File: config.mk
export PLATFORM = sky130hd
export DESIGN_NAME = dup_top
export DESIGN_NICKNAME = d
export VERILOG_FILES = /design/src/dup_pkg.sv /design/src/dup_sync.sv /design/src/dup_fifo.sv /design/src/dup_top.sv
export SDC_FILE = /design/constraint.sdc
export NUM_CORES = 1
export LEC_CHECK = 0
export BUFFER_PORTS_ARGS = -buffer_cell sky130_fd_sc_hd__buf_2
export CORE_UTILIZATION = 61
export DETAILED_ROUTE_END_ITERATION = 8
export MAX_ROUTING_LAYER = met4
export PLACE_DENSITY_LB_ADDON = 0.05
export REMOVE_ABC_BUFFERS = 1
export SYNTH_ARGS = -nofsm -noshare
export SYNTH_HDL_FRONTEND = slang
export SYNTH_HIERARCHICAL = 1
export SYNTH_SLANG_ARGS = --single-unit
File: constraint.sdc
create_clock -name clk_sys_in -period 13.7 [get_ports clk_sys_in]
set_clock_uncertainty 0.15 [all_clocks]
set_input_delay 2.055 -clock clk_sys_in [delete_from_list [all_inputs] [get_ports clk_sys_in]]
set_output_delay 2.055 -clock clk_sys_in [all_outputs]
set_load 0.03 [all_outputs]
File: src/dup_pkg.sv
// Constants, configuration and status types of the dual serial pin block
package dup_pkg;

  // ----------------------------------------------------------------
  // Sizes
  // ----------------------------------------------------------------
  localparam int CHAN_COUNT = 2;
  localparam int DATA_BITS = 8;
  localparam int RX_FIFO_DEPTH = 32;

  // ----------------------------------------------------------------
  // Output port data register bit positions and reset values
  // ----------------------------------------------------------------
  localparam int OP_BIT_RTS_A = 0;
  localparam int OP_BIT_RTS_B = 1;
  localparam int OP_BIT_RX_STAT = 4;
  localparam int OP_BIT_TX_STAT = 6;
  localparam logic [7:0] OP_RESET = 8'h00;
  localparam logic [7:0] BAUD_DIV_RESET = 8'h01;
  localparam logic [2:0] LAST_BIT_IDX = 3'h7;

  // ----------------------------------------------------------------
  // Types
  // ----------------------------------------------------------------
  typedef enum logic [1:0] {
    RXPIN_READY,
    RXPIN_FULL,
    RXPIN_DISCRETE
  } dup_rxpin_e;

  typedef enum logic [1:0] {RX_IDLE, RX_DATA, RX_STOP} dup_rx_state_e;
  typedef enum logic [1:0] {TX_IDLE, TX_DATA, TX_STOP} dup_tx_state_e;

  typedef struct packed {
    dup_rxpin_e rx_pin_func;
    logic tx_pin_discrete;
    logic [1:0] rts_discrete;
    logic [1:0] cts_enable;
    logic [1:0] ext_clk_sel;
    logic [1:0] tx_enable;
    logic [1:0] rx_enable;
    logic [1:0] loopback;
    logic [7:0] baud_div;
  } dup_cfg_s;

  localparam dup_cfg_s CFG_RESET = '{
    rx_pin_func: RXPIN_READY,
    tx_pin_discrete: 1'b0,
    rts_discrete: 2'h0,
    cts_enable: 2'h0,
    ext_clk_sel: 2'h0,
    tx_enable: 2'h0,
    rx_enable: 2'h0,
    loopback: 2'h0,
    baud_div: BAUD_DIV_RESET
  };

  typedef struct packed {
    logic rx_avail;
    logic rx_full;
    logic tx_ready;
    logic rx_overrun;
    logic rx_frame_err;
  } dup_stat_s;

endpackage

File: src/dup_sync.sv
// Two-stage synchroniser for a group of asynchronous levels
`timescale 1ns/1ps

module dup_sync #(
  parameter int WIDTH = 1
) (
  // Clock and reset
  input wire logic clk_sys_in,
  input wire logic rst_in,
  // Levels
  input wire logic [WIDTH-1:0] async_in,
  output logic [WIDTH-1:0] sync_out
);

  logic [WIDTH-1:0] meta_r;

  initial begin
    if (WIDTH < 1) $error("dup_sync: WIDTH must be at least 1");
  end

  // Meta stage is read by the second stage only
  always_ff @(posedge clk_sys_in or posedge rst_in) begin
    if (rst_in) begin
      meta_r <= '0;
      sync_out <= '0;
    end else begin
      meta_r <= async_in;
      sync_out <= meta_r;
    end
  end

endmodule

File: src/dup_fifo.sv
// Synchronous FIFO with valid/ready on both sides
`timescale 1ns/1ps

module dup_fifo #(
  parameter int WIDTH = 8,
  parameter int DEPTH = 32
) (
  // Clock and reset
  input wire logic clk_sys_in,
  input wire logic rst_in,
  // Fill side
  input wire logic [WIDTH-1:0] in_data_in,
  input wire logic in_valid_in,
  output logic in_ready_out,
  // Drain side
  output logic [WIDTH-1:0] out_data_out,
  output logic out_valid_out,
  input wire logic out_ready_in,
  // Level
  output logic full_out
);

  localparam int AW = $clog2(DEPTH);

  initial begin
    if (DEPTH < 2 || (1 << AW) != DEPTH)
      $error("dup_fifo: DEPTH must be a power of two, at least 2");
  end

  logic [WIDTH-1:0] mem [DEPTH];
  logic [AW:0] wr_ptr_r;
  logic [AW:0] rd_ptr_r;

  wire empty = (wr_ptr_r == rd_ptr_r);
  wire full = (wr_ptr_r[AW] != rd_ptr_r[AW]) &&
              (wr_ptr_r[AW-1:0] == rd_ptr_r[AW-1:0]);
  wire push = in_valid_in & ~full;
  wire pop = out_ready_in & ~empty;

  assign in_ready_out = ~full;
  assign out_valid_out = ~empty;
  assign full_out = full;
  assign out_data_out = mem[rd_ptr_r[AW-1:0]];

  always_ff @(posedge clk_sys_in) begin
    if (push) begin
      mem[wr_ptr_r[AW-1:0]] <= in_data_in;
    end
  end

  always_ff @(posedge clk_sys_in or posedge rst_in) begin
    if (rst_in) begin
      wr_ptr_r <= '0;
      rd_ptr_r <= '0;
    end else begin
      wr_ptr_r <= wr_ptr_r + (AW+1)'(push);
      rd_ptr_r <= rd_ptr_r + (AW+1)'(pop);
    end
  end

endmodule

File: src/dup_top.sv
// Dual-channel serial pin block: shifters, clock select, muxed pins
`timescale 1ns/1ps

// Behaviour
// - Each channel may take its bit clock from the external serial clock.
// - Receiver samples data on selected clock rising edge, LSB first.
// - Transmitter changes data on selected clock falling edge, LSB first.
// - Transmit line stays mark when disabled, idle or in local loopback.
// - Channel A receive status pin: active low, ready, full or discrete.
// - Ready function drives inverse of receiver-holds-character status.
// - Full function drives inverse of receive-FIFO-full status.
// - Discrete function drives receive status pin from output bit 4.
// - Channel A transmit status pin drives inverse of transmitter ready.
// - Discrete function drives transmit status pin from output bit 6.
// - Each send request pin is modem control output or discrete output.
// - Discrete send request pins follow output bit 1 (B) and bit 0 (A).
// - Active-low send permit input gates transmission when enabled.
module dup_top #(
  parameter int FIFO_DEPTH = dup_pkg::RX_FIFO_DEPTH
) (
  // Clock and reset
  input wire logic clk_sys_in,
  input wire logic rst_in,
  // Configuration and output port data
  input wire dup_pkg::dup_cfg_s cfg_in,
  input wire logic cfg_wr_in,
  input wire logic [7:0] op_data_in,
  input wire logic op_wr_in,
  // Clock pins
  input wire logic baud_osc_input_in,
  input wire logic serial_ext_clk_in,
  // Serial lines
  input wire logic rx_line_chan_a_in,
  input wire logic rx_line_chan_b_in,
  output logic tx_line_chan_a_out,
  output logic tx_line_chan_b_out,
  // Status and modem pins
  output logic rx_status_pin_a_n_out,
  output logic tx_status_pin_a_n_out,
  output logic send_request_chan_a_n_out,
  output logic send_request_chan_b_n_out,
  input wire logic send_permit_chan_a_n_in,
  input wire logic send_permit_chan_b_n_in,
  // Transmit characters, index 0 is channel A
  input wire logic [1:0][7:0] tx_data_in,
  input wire logic [1:0] tx_valid_in,
  output logic [1:0] tx_ready_out,
  // Received characters
  output logic [1:0][7:0] rx_data_out,
  output logic [1:0] rx_valid_out,
  input wire logic [1:0] rx_ready_in,
  // Channel status
  output dup_pkg::dup_stat_s [1:0] stat_out
);
  import dup_pkg::*;

  initial begin
    if (FIFO_DEPTH < 2) $error("dup_top: FIFO_DEPTH too small");
  end

  // ----------------------------------------------------------------
  // Input synchronisers
  // ----------------------------------------------------------------
  logic [5:0] pins_s;
  wire [1:0] rx_line_s = pins_s[1:0];
  wire [1:0] permit_n_s = pins_s[3:2];
  wire ext_clk_s = pins_s[4];
  wire osc_s = pins_s[5];

  dup_sync #(.WIDTH(6)) u_sync (
    .clk_sys_in(clk_sys_in),
    .rst_in(rst_in),
    .async_in({baud_osc_input_in, serial_ext_clk_in,
               send_permit_chan_b_n_in, send_permit_chan_a_n_in,
               rx_line_chan_b_in, rx_line_chan_a_in}),
    .sync_out(pins_s)
  );

  // ----------------------------------------------------------------
  // Configuration and output port data registers
  // ----------------------------------------------------------------
  dup_cfg_s cfg_r;
  logic [7:0] op_r;

  always_ff @(posedge clk_sys_in or posedge rst_in) begin
    if (rst_in) begin
      cfg_r <= CFG_RESET;
      op_r <= OP_RESET;
    end else begin
      if (cfg_wr_in) cfg_r <= cfg_in;
      if (op_wr_in) op_r <= op_data_in;
    end
  end

  // ----------------------------------------------------------------
  // Internal baud generator
  // ----------------------------------------------------------------
  // Divides oscillator rising edges; a divisor of zero acts as one
  logic osc_prev_r;
  logic [7:0] div_cnt_r;
  logic int_bclk_r;
  wire osc_rise = osc_s & ~osc_prev_r;
  wire [7:0] div_eff = (cfg_r.baud_div == 8'h00) ? 8'h01 : cfg_r.baud_div;
  wire div_wrap = (div_cnt_r + 8'h01) >= div_eff;

  always_ff @(posedge clk_sys_in or posedge rst_in) begin
    if (rst_in) begin
      osc_prev_r <= 1'b0;
      div_cnt_r <= 8'h00;
      int_bclk_r <= 1'b0;
    end else begin
      osc_prev_r <= osc_s;
      if (osc_rise) begin
        div_cnt_r <= div_wrap ? 8'h00 : div_cnt_r + 8'h01;
        if (div_wrap) int_bclk_r <= ~int_bclk_r;
      end
    end
  end

  // ----------------------------------------------------------------
  // Channels
  // ----------------------------------------------------------------
  logic [1:0] tx_pin_nxt;
  logic [1:0] tx_busy;

  for (genvar ch = 0; ch < CHAN_COUNT; ch++) begin : g_chan
    logic bclk_prev_r;
    dup_rx_state_e rx_st_r;
    logic [2:0] rx_cnt_r;
    logic [7:0] rx_sh_r;
    logic [7:0] rx_hold_r;
    logic rx_hold_full_r;
    logic rx_overrun_r;
    logic rx_frame_err_r;
    dup_tx_state_e tx_st_r;
    logic [2:0] tx_cnt_r;
    logic [7:0] tx_sh_r;
    logic tx_line_r;
    logic [7:0] tx_hold_r;
    logic tx_hold_full_r;
    logic fifo_in_ready;
    logic fifo_full;

    // Clock source select and edge detect
    wire bclk = cfg_r.ext_clk_sel[ch] ? ext_clk_s : int_bclk_r;
    wire rise = bclk & ~bclk_prev_r;
    wire fall = ~bclk & bclk_prev_r;

    // Receive decode
    wire rx_bit = cfg_r.loopback[ch] ? tx_line_r : rx_line_s[ch];
    wire rx_last = (rx_cnt_r == LAST_BIT_IDX);
    wire rx_done = rise & (rx_st_r == RX_STOP) & rx_bit;
    wire rx_ferr = rise & (rx_st_r == RX_STOP) & ~rx_bit;
    // A new character is dropped if the holding stage cannot drain
    wire rx_ovr = rx_done & rx_hold_full_r & ~fifo_in_ready;
    wire rx_load = rx_done & ~rx_ovr;
    wire rx_hold_nxt = rx_load | (rx_hold_full_r & ~fifo_in_ready);

    // Transmit decode
    wire permit_ok = ~cfg_r.cts_enable[ch] | ~permit_n_s[ch];
    wire tx_take = fall & (tx_st_r == TX_IDLE) & tx_hold_full_r &
                   cfg_r.tx_enable[ch] & permit_ok;
    wire tx_accept = tx_valid_in[ch] & ~tx_hold_full_r;
    wire tx_last = (tx_cnt_r == LAST_BIT_IDX);
    wire tx_mark = ~cfg_r.tx_enable[ch] | cfg_r.loopback[ch];

    assign tx_ready_out[ch] = ~tx_hold_full_r;
    assign tx_pin_nxt[ch] = tx_mark | tx_line_r;
    assign tx_busy[ch] = tx_hold_full_r | (tx_st_r != TX_IDLE);

    always_ff @(posedge clk_sys_in or posedge rst_in) begin
      if (rst_in) begin
        bclk_prev_r <= 1'b0;
      end else begin
        bclk_prev_r <= bclk;
      end
    end

    // Receiver: samples on rising edges, LSB first
    always_ff @(posedge clk_sys_in or posedge rst_in) begin
      if (rst_in) begin
        rx_st_r <= RX_IDLE;
        rx_cnt_r <= 3'h0;
        rx_sh_r <= 8'h00;
      end else if (rise) begin
        unique case (rx_st_r)
          RX_IDLE: begin
            if (cfg_r.rx_enable[ch] && !rx_bit) rx_st_r <= RX_DATA;
            rx_cnt_r <= 3'h0;
          end
          RX_DATA: begin
            rx_sh_r <= {rx_bit, rx_sh_r[7:1]};
            rx_cnt_r <= rx_cnt_r + 3'h1;
            if (rx_last) rx_st_r <= RX_STOP;
          end
          RX_STOP: begin
            rx_st_r <= RX_IDLE;
          end
          default: begin
            rx_st_r <= RX_IDLE;
          end
        endcase
      end
    end

    always_ff @(posedge clk_sys_in or posedge rst_in) begin
      if (rst_in) begin
        rx_hold_r <= 8'h00;
        rx_hold_full_r <= 1'b0;
        rx_overrun_r <= 1'b0;
        rx_frame_err_r <= 1'b0;
      end else begin
        if (rx_load) rx_hold_r <= rx_sh_r;
        rx_hold_full_r <= rx_hold_nxt;
        rx_overrun_r <= rx_ovr;
        rx_frame_err_r <= rx_ferr;
      end
    end

    dup_fifo #(.WIDTH(DATA_BITS), .DEPTH(FIFO_DEPTH)) u_rx_fifo (
      .clk_sys_in(clk_sys_in),
      .rst_in(rst_in),
      .in_data_in(rx_hold_r),
      .in_valid_in(rx_hold_full_r),
      .in_ready_out(fifo_in_ready),
      .out_data_out(rx_data_out[ch]),
      .out_valid_out(rx_valid_out[ch]),
      .out_ready_in(rx_ready_in[ch]),
      .full_out(fifo_full)
    );

    // Transmit holding register
    always_ff @(posedge clk_sys_in or posedge rst_in) begin
      if (rst_in) begin
        tx_hold_r <= 8'h00;
        tx_hold_full_r <= 1'b0;
      end else begin
        if (tx_accept) tx_hold_r <= tx_data_in[ch];
        tx_hold_full_r <= tx_accept | (tx_hold_full_r & ~tx_take);
      end
    end

    // Transmitter: line changes on falling edges only, LSB first
    always_ff @(posedge clk_sys_in or posedge rst_in) begin
      if (rst_in) begin
        tx_st_r <= TX_IDLE;
        tx_cnt_r <= 3'h0;
        tx_sh_r <= 8'h00;
        tx_line_r <= 1'b1;
      end else if (fall) begin
        unique case (tx_st_r)
          TX_IDLE: begin
            tx_cnt_r <= 3'h0;
            if (tx_take) begin
              tx_line_r <= 1'b0;
              tx_sh_r <= tx_hold_r;
              tx_st_r <= TX_DATA;
            end
          end
          TX_DATA: begin
            tx_line_r <= tx_sh_r[0];
            tx_sh_r <= {1'b0, tx_sh_r[7:1]};
            tx_cnt_r <= tx_cnt_r + 3'h1;
            if (tx_last) tx_st_r <= TX_STOP;
          end
          TX_STOP: begin
            tx_line_r <= 1'b1;
            tx_st_r <= TX_IDLE;
          end
          default: begin
            tx_st_r <= TX_IDLE;
          end
        endcase
      end
    end

    assign stat_out[ch] = '{
      rx_avail: rx_valid_out[ch],
      rx_full: fifo_full,
      tx_ready: ~tx_hold_full_r,
      rx_overrun: rx_overrun_r,
      rx_frame_err: rx_frame_err_r
    };
  end

  // ----------------------------------------------------------------
  // Multiplexed pin functions
  // ----------------------------------------------------------------
  wire rx_pin_ready = cfg_r.rx_pin_func == RXPIN_READY;
  wire rx_pin_full = cfg_r.rx_pin_func == RXPIN_FULL;
  wire rx_pin_disc = cfg_r.rx_pin_func == RXPIN_DISCRETE;
  // Unused select code parks the pin inactive high
  wire rx_stat_nxt =
    rx_pin_ready ? ~stat_out[0].rx_avail :
    rx_pin_full ? ~stat_out[0].rx_full :
    rx_pin_disc ? op_r[OP_BIT_RX_STAT] :
    1'b1;
  wire tx_stat_nxt = cfg_r.tx_pin_discrete ? op_r[OP_BIT_TX_STAT]
                                           : ~stat_out[0].tx_ready;
  wire rts_a_nxt = cfg_r.rts_discrete[0] ? op_r[OP_BIT_RTS_A]
                                         : ~tx_busy[0];
  wire rts_b_nxt = cfg_r.rts_discrete[1] ? op_r[OP_BIT_RTS_B]
                                         : ~tx_busy[1];

  // Pins are registered so no decode glitch reaches the board
  always_ff @(posedge clk_sys_in or posedge rst_in) begin
    if (rst_in) begin
      tx_line_chan_a_out <= 1'b1;
      tx_line_chan_b_out <= 1'b1;
      rx_status_pin_a_n_out <= 1'b1;
      tx_status_pin_a_n_out <= 1'b1;
      send_request_chan_a_n_out <= 1'b1;
      send_request_chan_b_n_out <= 1'b1;
    end else begin
      tx_line_chan_a_out <= tx_pin_nxt[0];
      tx_line_chan_b_out <= tx_pin_nxt[1];
      rx_status_pin_a_n_out <= rx_stat_nxt;
      tx_status_pin_a_n_out <= tx_stat_nxt;
      send_request_chan_a_n_out <= rts_a_nxt;
      send_request_chan_b_n_out <= rts_b_nxt;
    end
  end

endmodule

-- Yosys cells after proc, flatten, opt, wreduce, memory -nomap -nowiden
Memory sizes are Yosys's and may differ from the RTL's.
Index checks and enable logic that the tools add are counted.
- register bits after elaboration: 178
- bits in writable memories: 512
- bits of input ports: 61
- output and inout bits: 36
- logic and storage cells: 241
- memories: 2
- memories (name ; words ; bits a word ; rd ports ; clocked after Yosys merged registers in ; wr ports ; line ; source):
    g_chan[0].u_rx_fifo.mem ; 32 ; 8 ; 1 ; 0 ; 1 ; dup_fifo.sv:30 ; logic [WIDTH-1:0] mem [DEPTH];
    g_chan[1].u_rx_fifo.mem ; 32 ; 8 ; 1 ; 0 ; 1 ; dup_fifo.sv:30 ;
- add/sub/neg operators: 9
- $lt $le $gt $ge: 1
- equality and inequality tests: 28
- multiplexer cells: 40
- bitwise operators: 73
- reduce and logical (&&, ||, !) cells: 35
- operator list (operator ; number):
    AND 1 bit ; 35
    2-to-1 mux 8 bit ; 4
    one-hot mux 8 bit (2 select lines) ; 2
    inverter 1 bit ; 26
    adder 6 x 1 -> 6 bit ; 4
    one-hot mux 3 bit (2 select lines) ; 4
    AND reduction 3 bit ; 8
    2-to-1 mux 1 bit ; 16
    2-to-1 mux 2 bit ; 8
    inequality test 2 bit (second input constant) ; 8
    one-hot mux 2 bit (2 select lines) ; 4
    AND reduction 2 bit ; 7
    adder 3 x 1 -> 3 bit (second input constant) ; 4
    == test 3 bit (second input constant) ; 4
    == test 6 bit ; 2
    OR 1 bit ; 12
    nonzero test 2 bit ; 6
    == test 2 x 1 -> 1 bit (second input constant) ; 5
    == test 2 bit (second input constant) ; 5
    == test 5 bit ; 2
    logical NOT 2 bit ; 5
    adder 8 x 1 -> 8 bit (second input constant) ; 1
    greater-or-equal comparator 8 bit ; 1
    logical NOT 8 bit ; 1
    5 further kinds ; 12

-- Logic depth before layout (Yosys ltp)
- depth in word-level cells: 10
- depth in mapped cells: 10
- depth with buffers taken out: 10

-- By module
Netlist, hierarchy kept.
- by module, submodules not included (module ; instances ; cells an instance ; area an instance (sq um) ; sequential area each (sq um)):
    dup_fifo at g_chan[0].u_rx_fifo ; 1 ; 506 ; 10810.4 ; 7987.7
    dup_fifo at g_chan[1].u_rx_fifo ; 1 ; 542 ; 10561.4 ; 7987.7
    dup_top ; 1 ; 511 ; 6252.2 ; 3489.6
    dup_sync ; 1 ; 13 ; 304.0 ; 300.3

-- Worst setup path before layout
No wires, ideal clock.
- path type: reg-to-output
- start point: register g_chan[0].u_rx_fifo.rd_ptr_r[1]
- end point: output port stat_out[4] in the netlist's numbering
- arrival: 2.243 ns
- data required time: 11.495 ns
- path slack: 9.252 ns
- stages on the path, launching flop included: 7
- path buffers: 3
- path through: dfrtp_1 -> buf_2 -> xor2_1 -> nor3_1 -> clkbuf_1 -> nand3_1 -> buf_4
- cells in the longest elaborated chain, start to end: 2
- RTL lines (item ; line ; source):
    start, declared ; dup_fifo.sv:32 ; logic [AW:0] rd_ptr_r;
    start signal, assigned ; dup_fifo.sv:57 ; rd_ptr_r <= rd_ptr_r + (AW+1)'(pop);
    == test 6 bit ; dup_fifo.sv:34 ; wire empty = (wr_ptr_r == rd_ptr_r);
    inverter 1 bit ; dup_fifo.sv:41 ; assign out_valid_out = ~empty;
    end, declared ; dup_top.sv:53 ; output dup_pkg::dup_stat_s [1:0] stat_out
No other way between the ends.

==> run_results.csv <==
group,metric,value,unit
setup_path,crit_fanout,48,
cts,path_clk_slew,0.06,ns
final_layout,n_antenna_cell,0,
cts,cts_made_buffers,69,
cts,cts_tree,"yes",
cts,post_cts_buffers,0,
status,status,"finished, final reports clean",
route,drc_errors,0,
route,wire_per_inst,23.6,um
power_and_ir_drop,leakage,10.7,nW
final_layout,layout-drive-gt1-share,25.8,%
synth,yosys_warnings,6,
setup_path,r2r_start,"g_chan[0].u_rx_fifo/rd_ptr_r[0]",
synth,netlist_area,27900,um^2
final_layout,final_util,68.8,%
setup_path,arrival,3.90,ns
die,die_y,216,um
sta,clock.fmax,0.164,GHz
final_layout,n_fill_cell,3001,
synth,synthCells,1572,
cts,ctsRootBufferMaster,"clkbuf_16",
final_layout,final_nets,1765,
die,io_pins,97,
sta,maxSlewHeadroom,19.9,%
global_routing,globalRouteOverflowTotal,0,
final_layout,regArea,19800,um^2
final_layout,fin_area,31200,um^2
min_path,min_path_type,"reg2reg",
setup_path,startpoint,"g_chan[1].u_rx_fifo/rd_ptr_r[0]",
place,port_buffers,92,
synth,ys_ff_latch,687,
global_routing,antenna_found_initial,0,
cts,cts_hold_buf,0,
route,drtPass1Iterations,5,
global_routing,grt_max_degree,84,
sta,rsz0062_at_grt,"false",
place,dp_hpwl,33400,um
cts,clk_latency,0.59,ns
sta,slew_viol_final,0,
synth,ys_types,62,
route,first_iter_violations,1218,
sta,finalSetupViolations,0,
global_routing,grt_pass1_vias,14547,
die,die_area,46600,um^2
min_path,worstHoldStart,"u_sync/meta_r[5]",
flow_run,max_cap_viol_count,0,
cts,clock-sinks,687,
place,globalplace.congestion,0.787,
synth,synth_enable_flop_cells,512,
setup_path,start_kind,"register",
route,vias_per_cell,6.09,
die,die_width,216,um
global_routing,track_usage,25.4,%
cts,htree_num_levels,3,
synth,ys_seq_area_share,70.8,%
sta,period_needed,6.10,ns
cts,cts-resized-gates,0,
power_and_ir_drop,peakVddDrop,0.130,mV
setup_path,crit_required,11.49,ns
sta,worst_pin_slew,1.20,ns
cts,clock_path_buffers,3,
route,ant_nets,0,
synth,synth-main-ff-cell,"edfxtp_1",
global_routing,grt_pass1_wl,85700,um
power_and_ir_drop,powerDensity,170,nW/um^2
die,start_util,61.7,%
place,placed_area,29000,um^2
sta,tns,0,ns
final_layout,syn_to_final_growth,11.6,%
die,num_rows,78,
setup_path,critPathKind,"reg2out",
route,vias,14151,
setup_path,cp-end-kind,"output port",
sta,timing.final.hold_violations,0,
synth,avgSynthCellArea,17.8,um^2
synth,synth-async-reset-ratio,25.5,%
final_layout,multi_input_area,7630,um^2
sta,fin_crit_sh,44.5,%
die,coreArea,45300,um^2
route,wl,54800,um
==> metal layers <==
metal | vias to the layer above | GRT usage, % | part of all wire (%)
li1 | 6358 | - | -
met2 | 345 | 41.5 | 52
met5 | - | - | 0
met4 | 0 | 8.00 | 2.2
met3 | 88 | 3.76 | 4.4
met1 | 7360 | 33.3 | 41
==> synth_stat cells, drive strengths merged (3+ instances only) <==
| cell type | count | area (um^2) |
|---|---|---|
| edfxtp | 512 | 15400 |
| dfrtp | 166 | 4150 |
| mux4 | 119 | 2680 |
| nand2 | 84 | 315 |
| mux2 | 81 | 965 |
| nor2 | 67 | 267 |
| mux2i | 66 | 668 |
| buf | 51 | 348 |
| o21ai | 46 | 230 |
| a21oi | 44 | 231 |
| clkbuf | 42 | 158 |
| inv | 34 | 128 |
| a311oi | 32 | 280 |
| ha | 32 | 400 |
| nand3 | 27 | 135 |
| xor2 | 21 | 184 |
| o221ai | 16 | 140 |
| a22oi | 15 | 113 |
| xnor2 | 14 | 123 |
| nor2b | 11 | 68.8 |
| a221oi | 9 | 78.8 |
| dfstp | 9 | 236 |
| nand2b | 9 | 56.3 |
| and2 | 7 | 46.3 |
| a32o | 5 | 50.1 |
| nor3 | 5 | 25.0 |
| o311ai | 4 | 105 |
| a21o | 3 | 22.5 |
| and3 | 3 | 18.8 |
| and3b | 3 | 26.3 |
| nand4 | 3 | 18.8 |
| nor3b | 3 | 22.5 |
| nor4b | 3 | 26.3 |
==> registers in the layout (all words and copies together) (netlist names), 2 cells and up <==
name and cells:
g_chan.u_rx_fifo/mem 512, cfg_r 23, g_chan.rx_hold_r 16, g_chan.rx_sh_r 16, g_chan.tx_hold_r 16, g_chan.tx_sh_r 16, g_chan.u_rx_fifo/rd_ptr_r 12, g_chan.u_rx_fifo/wr_ptr_r 12
div_cnt_r 8, g_chan.rx_cnt_r 6, g_chan.tx_cnt_r 6, u_sync/meta_r 6, u_sync/sync_out 6, g_chan.rx_st_r 4, g_chan.tx_st_r 4, op_r 4
g_chan.bclk_prev_r 2, g_chan.rx_frame_err_r 2, g_chan.rx_hold_full_r 2, g_chan.rx_overrun_r 2, g_chan.tx_hold_full_r 2, g_chan.tx_line_r 2
==> critical path, stage by stage (launching register included) <==
cell and delay (ns):
dfrtp_4 0.95, buf_4 0.83, mux4_2 0.61, a21oi_1 0.43
a22oi_1 0.19, buf_2 0.22
==> layout by cell type (no fill, tap or decap), drive strengths merged, types with 21 or more instances in the layout <==
cell type and count:
nand3 27, inv 34, nand2 84, edfxtp 512, mux2 81, mux2i 66
dfrtp 166, buf 122, clkbuf 87, xor2 21, a21oi 44, ha 32
a311oi 32, clkinv 28, nor2 67, o21ai 46, mux4 119
==> where the power goes <==
| group | internal (W) | total, W | switching [W] |
|---|---|---|---|
| Sequential | 0.00235 | 0.00254 | 0.000197 |
| Combinational | 0.000423 | 0.000925 | 0.000502 |
| Clock | 0.00107 | 0.00182 | 0.000747 |
| Total | 0.00384 | 0.00529 | 0.00145 |
==> stage by stage <==
step,worst slack (ns),instances,total power [W],hold WS (ns)
finish,7.60,2323,0.00529,0.197
global route,7.42,2323,0.00551,0.209
CTS,7.57,2323,0.00534,0.202
detailed placement,8.22,2201,0.00352,0.186
global placement,8.21,2201,0.00350,0.185
floorplan,6.69,1479,0.00326,0.181
==> kinds of logic after synthesis <==
group,Yosys count,share of synthesized area [%]
AND/OR/NAND/NOR,238,4.04
buffers and inverters,127,2.27
flip-flops,687,70.8
multiplexers,266,15.4
XOR/XNOR,35,1.10
adder cells (fa/ha/maj),32,1.43
AO/OA/AOI/OAI,187,4.95
==> layout make-up <==
class,instances,area share [%]
inverters,34,0.426
flip-flops and latches,687,63.5
clock buffers,87,6.10
repair buffers,122,2.20
multi-input cells,758,24.5
well taps,600,2.41
clock inverters,35,0.928
==> worst paths after layout <==
kind	end	depth (start not counted)	slack (ns)
min in group asynchronous	g_chan[1].u_rx_fifo/wr_ptr_r[0]	2	1.43
max reg2reg	g_chan[0].u_rx_fifo/mem[22][7]	5	10.09
min reg2reg	u_sync/sync_out[5]	0	0.20
max	rx_data_out[15]	5	7.60
max in group asynchronous	g_chan[1].rx_hold_r[2]	3	10.66
min	u_sync/sync_out[5]	0	0.20
Note: power is estimated with default switching activity, not from simulation.
